<file path="config.mk">
export PLATFORM = sky130hd
export DESIGN_NAME = lbr_top
export DESIGN_NICKNAME = d
export VERILOG_FILES = /design/src/design/lbr_pkg.sv /design/src/design/lbr_top.sv
export SDC_FILE = /design/constraint.sdc
export NUM_CORES = 1
export LEC_CHECK = 0
export ABC_CLOCK_PERIOD_IN_PS = 16000
export BUFFER_PORTS_ARGS = -buffer_cell sky130_fd_sc_hd__buf_2
export CAP_MARGIN = 5
export CORE_UTILIZATION = 45
export DETAILED_ROUTE_END_ITERATION = 8
export PLACE_DENSITY = 0.72
export SYNTH_ARGS = -nofsm -noshare
export SYNTH_HDL_FRONTEND = slang
export SYNTH_SLANG_ARGS = --single-unit
</file>
<file path="constraint.sdc">
create_clock -name clk -period 16 [get_ports clk]
set_input_delay 2.4 -clock clk [delete_from_list [all_inputs] [get_ports clk]]
set_output_delay 2.4 -clock clk [all_outputs]
set_load 0.03 [all_outputs]
</file>
<file path="src/design/lbr_pkg.sv">
// constants, field layouts and carrier types of the led blink and ramp timer
// assumes a 100 MHz clock and registers written by the serial decoder
package lbr_pkg;
	// register indexes as decoded by the serial interface
	localparam logic [3:0] ADDR_CONTROL = 4'h0;
	localparam logic [3:0] ADDR_PERIOD  = 4'h1;
	localparam logic [3:0] ADDR_ON_1    = 4'h2;
	localparam logic [3:0] ADDR_ON_2    = 4'h3;
	localparam logic [3:0] ADDR_MODE    = 4'h4;
	localparam logic [3:0] ADDR_RAMP    = 4'h5;

	// field positions
	localparam int SCALE_LSB   = 5;
	localparam int SHAPE_BIT   = 7;
	localparam int RISE_LSB    = 0;
	localparam int FALL_LSB    = 4;
	localparam int MODE_W      = 2;
	localparam int MODE_USED_W = 6;

	// reset values
	localparam logic [1:0] SCALE_RST = 2'h0;
	localparam logic [7:0] PERIOD_RST = 8'h00;
	localparam logic [7:0] ON_RST = 8'h00;
	localparam logic [7:0] MODE_RST = 8'h00;
	localparam logic [7:0] RAMP_RST = 8'h00;

	// timing: one blink slice is 1/256 of the 0.128 s period unit
	localparam int CLK_PERIOD_NS = 10;
	localparam int SLICE_NS = 500_000;
	localparam int SLICE_CYC = SLICE_NS / CLK_PERIOD_NS;
	// one ramp tick is 1/15 of the 1.5 ms minimum ramp: sixteen levels
	// give fifteen steps, so the last level lands on the full duration
	localparam int RAMP_TICK_NS = 100_000;
	localparam int RAMP_TICK_CYC = RAMP_TICK_NS / CLK_PERIOD_NS;
	localparam int SLICES_PER_UNIT = 256;
	localparam logic [7:0] PERIOD_CODE1_UNITS = 8'h03;
	// ramp ticks per step for one duration code at each scaling
	localparam logic [11:0] TICKS_NORMAL = 12'h0040;
	localparam logic [11:0] TICKS_SLOW2 = 12'h0080;
	localparam logic [11:0] TICKS_SLOW4 = 12'h0100;
	localparam logic [11:0] TICKS_FAST8 = 12'h0008;
	localparam logic [11:0] TICKS_CODE0 = 12'h0001;
	localparam int RAMP_POS_W = 4;

	typedef enum logic [1:0] {
		LBR_MODE_OFF   = 2'h0,
		LBR_MODE_ON    = 2'h1,
		LBR_MODE_TMR_1 = 2'h2,
		LBR_MODE_TMR_2 = 2'h3
	} lbr_mode_t;

	// per-channel output toward the current sink
	typedef struct packed {
		logic       lit;
		logic [7:0] level;
	} lbr_chan_t;

	// register write request from the serial decoder
	typedef struct packed {
		logic       en;
		logic [3:0] addr;
		logic [7:0] data;
	} lbr_wr_t;
endpackage

</file>
<file path="src/design/lbr_top.sv">
// led blink timers and current ramps for three channels
// assumes register writes arrive already decoded, one per cycle
`timescale 1ns/1ps
module lbr_top #(
	parameter int SLICE_CYC     = lbr_pkg::SLICE_CYC,
	parameter int RAMP_TICK_CYC = lbr_pkg::RAMP_TICK_CYC,
	parameter int CHANNELS      = 3
) (
	input  wire logic                          clk,
	input  wire logic                          rst_b,
	input  wire lbr_pkg::lbr_wr_t              wr,
	input  wire logic [3:0]                    rd_addr,
	output logic [7:0]                         rd_data,
	output lbr_pkg::lbr_chan_t [CHANNELS-1:0]  chan_out
);

	////////////////////////////////////////////////////////////////////
	// registers

	logic [1:0] scale, next_scale;
	logic [7:0] blink_period_and_ramp_shape, next_period;
	logic [7:0] blink_on_fraction_first, next_on_1;
	logic [7:0] blink_on_fraction_second, next_on_2;
	logic [7:0] channel_mode_select, next_mode;
	logic [7:0] ramp_rise_fall_durations, next_ramp;
	logic [7:0] next_rd_data;

	always_comb begin
		next_scale = scale;
		next_period = blink_period_and_ramp_shape;
		next_on_1 = blink_on_fraction_first;
		next_on_2 = blink_on_fraction_second;
		next_mode = channel_mode_select;
		next_ramp = ramp_rise_fall_durations;
		if (wr.en) begin
			unique case (wr.addr)
				lbr_pkg::ADDR_CONTROL: begin
					next_scale = wr.data[lbr_pkg::SCALE_LSB +: 2];
				end
				lbr_pkg::ADDR_PERIOD: next_period = wr.data;
				lbr_pkg::ADDR_ON_1: next_on_1 = wr.data;
				lbr_pkg::ADDR_ON_2: next_on_2 = wr.data;
				// unused top bits kept at zero
				lbr_pkg::ADDR_MODE: begin
					next_mode = {2'h0,
						wr.data[lbr_pkg::MODE_USED_W-1:0]};
				end
				lbr_pkg::ADDR_RAMP: next_ramp = wr.data;
				default: ;
			endcase
		end
		unique case (rd_addr)
			lbr_pkg::ADDR_CONTROL: next_rd_data = {1'b0, scale, 5'h00};
			lbr_pkg::ADDR_PERIOD: next_rd_data = blink_period_and_ramp_shape;
			lbr_pkg::ADDR_ON_1: next_rd_data = blink_on_fraction_first;
			lbr_pkg::ADDR_ON_2: next_rd_data = blink_on_fraction_second;
			lbr_pkg::ADDR_MODE: next_rd_data = channel_mode_select;
			lbr_pkg::ADDR_RAMP: next_rd_data = ramp_rise_fall_durations;
			default: next_rd_data = 8'h00;
		endcase
	end

	always_ff @(posedge clk or negedge rst_b) begin
		if (!rst_b) begin
			scale <= lbr_pkg::SCALE_RST;
			blink_period_and_ramp_shape <= lbr_pkg::PERIOD_RST;
			blink_on_fraction_first <= lbr_pkg::ON_RST;
			blink_on_fraction_second <= lbr_pkg::ON_RST;
			channel_mode_select <= lbr_pkg::MODE_RST;
			ramp_rise_fall_durations <= lbr_pkg::RAMP_RST;
			rd_data <= 8'h00;
		end else begin
			scale <= next_scale;
			blink_period_and_ramp_shape <= next_period;
			blink_on_fraction_first <= next_on_1;
			blink_on_fraction_second <= next_on_2;
			channel_mode_select <= next_mode;
			ramp_rise_fall_durations <= next_ramp;
			rd_data <= next_rd_data;
		end
	end

	////////////////////////////////////////////////////////////////////
	// dividers: slice enable for blinking, tick enable for ramps

	logic [15:0] slice_div, next_slice_div;
	logic [15:0] tick_div, next_tick_div;
	logic        slice_en;
	logic        tick_en;

	assign slice_en = (slice_div == 16'(SLICE_CYC - 1));
	assign tick_en = (tick_div == 16'(RAMP_TICK_CYC - 1));

	always_comb begin
		next_slice_div = slice_en ? 16'h0000 : slice_div + 16'h0001;
		next_tick_div = tick_en ? 16'h0000 : tick_div + 16'h0001;
	end

	always_ff @(posedge clk or negedge rst_b) begin
		if (!rst_b) begin
			slice_div <= 16'h0000;
			tick_div <= 16'h0000;
		end else begin
			slice_div <= next_slice_div;
			tick_div <= next_tick_div;
		end
	end

	////////////////////////////////////////////////////////////////////
	// blink timers

	logic [7:0]  period_units;
	logic [15:0] period_slices;
	logic [15:0] on_slices_1;
	logic [15:0] on_slices_2;
	logic [15:0] slice_pos, next_slice_pos;
	logic        blink_timer_first;
	logic        blink_timer_second;

	always_comb begin
		// code 0 is one unit, code n is n+2 units
		if (blink_period_and_ramp_shape[6:0] == 7'h00) begin
			period_units = 8'h01;
		end else begin
			period_units = {1'b0, blink_period_and_ramp_shape[6:0]}
				+ lbr_pkg::PERIOD_CODE1_UNITS - 8'h01;
		end
		period_slices = 16'(period_units * lbr_pkg::SLICES_PER_UNIT);
		// lit interval: code/256 of the period, shared period
		on_slices_1 = 16'(blink_on_fraction_first) * 16'(period_units);
		on_slices_2 = 16'(blink_on_fraction_second) * 16'(period_units);
		next_slice_pos = slice_pos;
		if (slice_pos >= period_slices) begin
			// period shortened under a running count
			next_slice_pos = 16'h0000;
		end else if (slice_en) begin
			if (slice_pos + 16'h0001 >= period_slices) begin
				next_slice_pos = 16'h0000;
			end else begin
				next_slice_pos = slice_pos + 16'h0001;
			end
		end
		// the rise ramp starts at period start, inside the lit time
		blink_timer_first = (slice_pos < on_slices_1);
		blink_timer_second = (slice_pos < on_slices_2);
	end

	always_ff @(posedge clk or negedge rst_b) begin
		if (!rst_b) begin
			slice_pos <= 16'h0000;
		end else begin
			slice_pos <= next_slice_pos;
		end
	end

	////////////////////////////////////////////////////////////////////
	// ramps

	function automatic logic [11:0] ramp_ticks(
		input logic [3:0] code,
		input logic [1:0] sc
	);
		logic [11:0] per_code;
		per_code = lbr_pkg::TICKS_NORMAL;
		unique case (sc)
			2'h0: per_code = lbr_pkg::TICKS_NORMAL;
			2'h1: per_code = lbr_pkg::TICKS_SLOW2;
			2'h2: per_code = lbr_pkg::TICKS_SLOW4;
			2'h3: per_code = lbr_pkg::TICKS_FAST8;
		endcase
		// code zero ignores the scaling
		if (code == 4'h0) begin
			ramp_ticks = lbr_pkg::TICKS_CODE0;
		end else begin
			ramp_ticks = 12'(per_code * code);
		end
	endfunction

	function automatic logic [7:0] ramp_curve(
		input logic [3:0] pos,
		input logic       linear
	);
		logic [7:0] s_curve [16];
		s_curve = '{8'h00, 8'h02, 8'h08, 8'h12, 8'h20, 8'h31, 8'h46,
			8'h5f, 8'h80, 8'ha1, 8'hba, 8'hcf, 8'he0, 8'hee, 8'hf8,
			8'hff};
		if (linear) begin
			ramp_curve = 8'(pos * 8'h11);
		end else begin
			ramp_curve = s_curve[pos];
		end
	endfunction

	logic [11:0] rise_ticks;
	logic [11:0] fall_ticks;

	// one scaling for both directions
	assign rise_ticks = ramp_ticks(
		ramp_rise_fall_durations[lbr_pkg::RISE_LSB +: 4], scale);
	assign fall_ticks = ramp_ticks(
		ramp_rise_fall_durations[lbr_pkg::FALL_LSB +: 4], scale);

	for (genvar c = 0; c < CHANNELS; c++) begin : g_chan
		logic [1:0]  mode;
		logic        target;
		logic [11:0] step_cnt, next_step_cnt;
		logic [3:0]  pos, next_pos;
		logic [11:0] limit;

		// first channel in the lowest bits
		assign mode = channel_mode_select[c*lbr_pkg::MODE_W +: 2];

		always_comb begin
			unique case (mode)
				lbr_pkg::LBR_MODE_OFF: target = 1'b0;
				lbr_pkg::LBR_MODE_ON: target = 1'b1;
				lbr_pkg::LBR_MODE_TMR_1: target = blink_timer_first;
				lbr_pkg::LBR_MODE_TMR_2: target = blink_timer_second;
			endcase
			// ramp between zero and nominal in either direction
			limit = target ? rise_ticks : fall_ticks;
			next_pos = pos;
			next_step_cnt = step_cnt;
			if ((target && pos == 4'hf) || (!target && pos == 4'h0)) begin
				next_step_cnt = 12'h000;
			end else if (tick_en) begin
				if (step_cnt + 12'h001 >= limit) begin
					next_step_cnt = 12'h000;
					next_pos = target ? pos + 4'h1 : pos - 4'h1;
				end else begin
					next_step_cnt = step_cnt + 12'h001;
				end
			end
		end

		always_ff @(posedge clk or negedge rst_b) begin
			if (!rst_b) begin
				step_cnt <= 12'h000;
				pos <= 4'h0;
				chan_out[c] <= '0;
			end else begin
				step_cnt <= next_step_cnt;
				pos <= next_pos;
				chan_out[c].lit <= target;
				chan_out[c].level <= ramp_curve(next_pos,
					blink_period_and_ramp_shape[lbr_pkg::SHAPE_BIT]);
			end
		end
	end

endmodule

</file>
==> flow_metrics.py <==
metrics = {
    "run_status": {
        "outcome": "complete, no violations",
    },
    "floorplanning": {
        "design.core.area_um2": 35500,
        "die_y_um": 192,
        "fp.dieW_um": 192,
        "rows": 69,
        "start_util_pct": 45.7,
        "ioPinCount": 54,
        "dieArea_um2": 36800,
    },
    "placed_design": {
        "place_hpwl_um": 30600,
        "portBuffers": 53,
        "place_congestion": 0.902,
        "placed_area_um2": 16900,
        "place_ws_ns": 4.91,
    },
    "cts": {
        "postCtsHoldBufs": 0,
        "path_clk_slew_ns": 0.08,
        "post_cts_resized": 0,
        "cts_buffers": 17,
        "cts_tree": "yes",
        "cts_sinks": 168,
        "cts.path.max_buffers": 2,
        "post-cts-setup-buffers": 0,
        "cts-htree-levels": 4,
        "root_buffer": "clkbuf_16",
        "clk-insertion-delay-late_ns": 0.47,
    },
    "yosys": {
        "ys_ff_latch": 168,
        "synth_ff_type": "dfrtp_1",
        "ys_async_sr_fraction_pct": 100,
        "synth-warning-count": 0,
        "avgSynthCellArea_um2": 8.90,
        "ys_types": 80,
        "synth-edff-count": 0,
        "netlist_area_um2": 16200,
        "ys_seq_area_share_pct": 25.9,
        "postSynthCellCount": 1821,
        "synthesis.nets": 2112,
    },
    "timing": {
        "slew_headroom_pct": 19.1,
        "rsz0062_at_grt": "false",
        "min_period_ns": 11.18,
        "setup_ws_ns": 4.82,
        "post-route-period-util_pct": 69.9,
        "fmax_mhz": 89.4,
        "hold_violations": 0,
        "setup_viol": 0,
        "drv_slew": 0,
        "worst_pin_slew_ns": 1.21,
        "fin_skew_ns": 0.0145,
        "tns_ns": 0,
    },
    "critical_path": {
        "critical_path.max_fanout": 19,
        "path_common_cell": "nand2_1",
        "critPathMaxStageDelay_ns": 0.91,
        "worstPathArrival_ns": 11.58,
        "crit_path_end_kind": "register",
        "startpoint_type": "register",
        "path_class": "register to register",
        "required_ns": 16.40,
        "critPathSlowestCell": "nor2_1",
    },
    "power_and_ir_drop": {
        "p_per_area_nw_per_um2": 150,
        "p_leak_nw": 8.74,
        "p_int_mw": 1.37,
        "p_seq_share_pct": 20.2,
        "p_sw_mw": 1.26,
        "clkPwrFrac_pct": 17.6,
        "switching_share_pct": 47.9,
        "irDropWorstVdd_v": 0.000120,
        "pwr-share-comb_pct": 62.2,
    },
    "route": {
        "dr.pass1.iters": 5,
        "wl_per_cell_um": 17.5,
        "ant_nets": 0,
        "drtIter0Drc": 958,
        "wl_um": 40400,
        "met1_length_um": 17800,
        "top_layer": "met4",
        "via_per_inst": 5.69,
        "via_count": 13200,
        "wl_met3_um": 1980,
        "drc_errors": 0,
        "wl_met2_um": 19500,
    },
    "final_layout": {
        "nets": 2130,
        "drive_above_1_share_pct": 8.80,
        "final_common_cell": "ha_1",
        "diodes": 0,
        "syn_to_final_growth_pct": 8.25,
        "final_cell_mix": "ha_1, inv_1, dfrtp_1, nand2_1, nor2_1",
        "fin_area_um2": 17500,
    },
    "grt": {
        "grt_max_degree": 97,
        "grt_overflow": 0,
        "antenna_found_initial": 0,
        "grt_pass1_wl_um": 66600,
        "grt_pass1_vias": 13100,
        "gr-usage-all-layers_pct": 23.0,
    },
    "flow_run": {
        "maxCapViolCount": 0,
    },
    "hold_path": {
        "hp-class": "register to register",
    },
}
-- routing by layer --
| metal | track usage (%) | vias to the layer above |
|---|---|---|
| met4 | 8.79 | 0 |
| met3 | 4.53 | 85 |
| met2 | 38.8 | 322 |
| met1 | 29.0 | 6493 |
| li1 | - | 6259 |
| met5 | 0 | - |
-- critical path: cells and delay by family (launching register included) --
kind	cells	cell delay (ns)
simple gates	15	3.28
fa+ha+maj	9	3.27
compound gates	15	3.02
buf+inv	6	0.80
flops	1	0.47
xor+xnor	2	0.28
-- area by class of cell --
type | instances | area [um^2]
Clock buffer | 18 | 439
Clock inverter | 14 | 210
Fill cell | 3319 | 17900
Inverter | 192 | 722
Multi-Input combinational cell | 1392 | 11000
Sequential cell | 168 | 4200
Tap cell | 461 | 577
Timing Repair Buffer | 68 | 384
-- final timing paths --
path	start	endpoint	slack (ns)	cells after the start
setup / recovery	blink_period_and_ramp_shape[1]$_DFFE_PN0P_	chan_out[13]$_DFF_PN0_	4.82	47
hold / removal	slice_div[0]$_DFF_PN0_	slice_div[0]$_DFF_PN0_	0.48	1
setup reg to reg	blink_period_and_ramp_shape[1]$_DFFE_PN0P_	chan_out[13]$_DFF_PN0_	4.82	47
hold reg to reg	slice_div[0]$_DFF_PN0_	slice_div[0]$_DFF_PN0_	0.48	1
max in group asynchronous	rst_b	chan_out[25]$_DFF_PN0_	12.47	2
min in group asynchronous	rst_b	blink_on_fraction_first[0]$_DFFE_PN0P_	2.04	1
-- state kept, by name, indices dropped and copies added (netlist names) --
signal	count
blink_on_fraction_first	8
blink_on_fraction_second	8
blink_period_and_ramp_shape	8
chan_out	27
channel_mode_select	6
g_chan.pos	9
g_chan.step_cnt	36
ramp_rise_fall_durations	8
rd_data	8
scale	2
slice_div	16
slice_pos	16
tick_div	16
-- cells in the mapped netlist (all sizes together), types with 6 or more instances --
cell type | number | area (um^2)
ha | 193 | 2410
inv | 190 | 713
dfrtp | 168 | 4200
nand2 | 162 | 608
nor2 | 116 | 435
and2 | 107 | 669
a21oi | 94 | 478
fa | 79 | 1580
o21ai | 72 | 360
xnor2 | 65 | 569
nand3 | 62 | 310
clkbuf | 54 | 203
xor2 | 49 | 429
mux2 | 45 | 507
and3 | 40 | 250
nor2b | 34 | 213
nor3 | 25 | 125
nand3b | 24 | 180
a21o | 21 | 158
mux2i | 21 | 214
a31oi | 15 | 93.8
buf | 15 | 70.1
a22oi | 14 | 105
nand4 | 13 | 87.6
nor4 | 11 | 96.3
a22o | 9 | 78.8
o21bai | 9 | 67.6
o22ai | 9 | 62.6
a211oi | 7 | 52.6
nor3b | 6 | 45.0
nor4b | 6 | 52.6
-- cells by family (layout without fill, tap and decap cells) --
family	Yosys count	in the layout	share of synthesized area, %
and+or+nand+nor	632	632	20.2
AOI/OAI and AO/OA	307	307	12.3
DFF	168	168	25.9
muxes	67	67	4.59
adders and majority gates	272	272	24.7
xor gates and xnor gates	114	114	6.16
buffers and inverters	261	292	6.14
-- power groups by stage --
stage	Sequential [mW]	Combinational (mW)	Clock, mW
after global routing	0.537	1.87	0.488
after detailed placement	0.537	1.63	0
after CTS	0.529	1.64	0.470
after floorplan	0.497	1.25	0
after global placement	0.536	1.57	0
final	0.531	1.63	0.463
-- through the flow --
step           power [mW]  hold WS, ns  instances  util, %
2_1_floorplan        1.75        0.425       1821        -
3_3_place_gp         2.11        0.438       2281     47.6
3_5_place_dp         2.17        0.470       2281     47.6
4_1_cts              2.64        0.481       2313     49.4
5_1_grt              2.89        0.497       2313     49.4
6_report             2.63        0.477       2313     49.4
No activity file was read; power rests on OpenSTA's default activity.
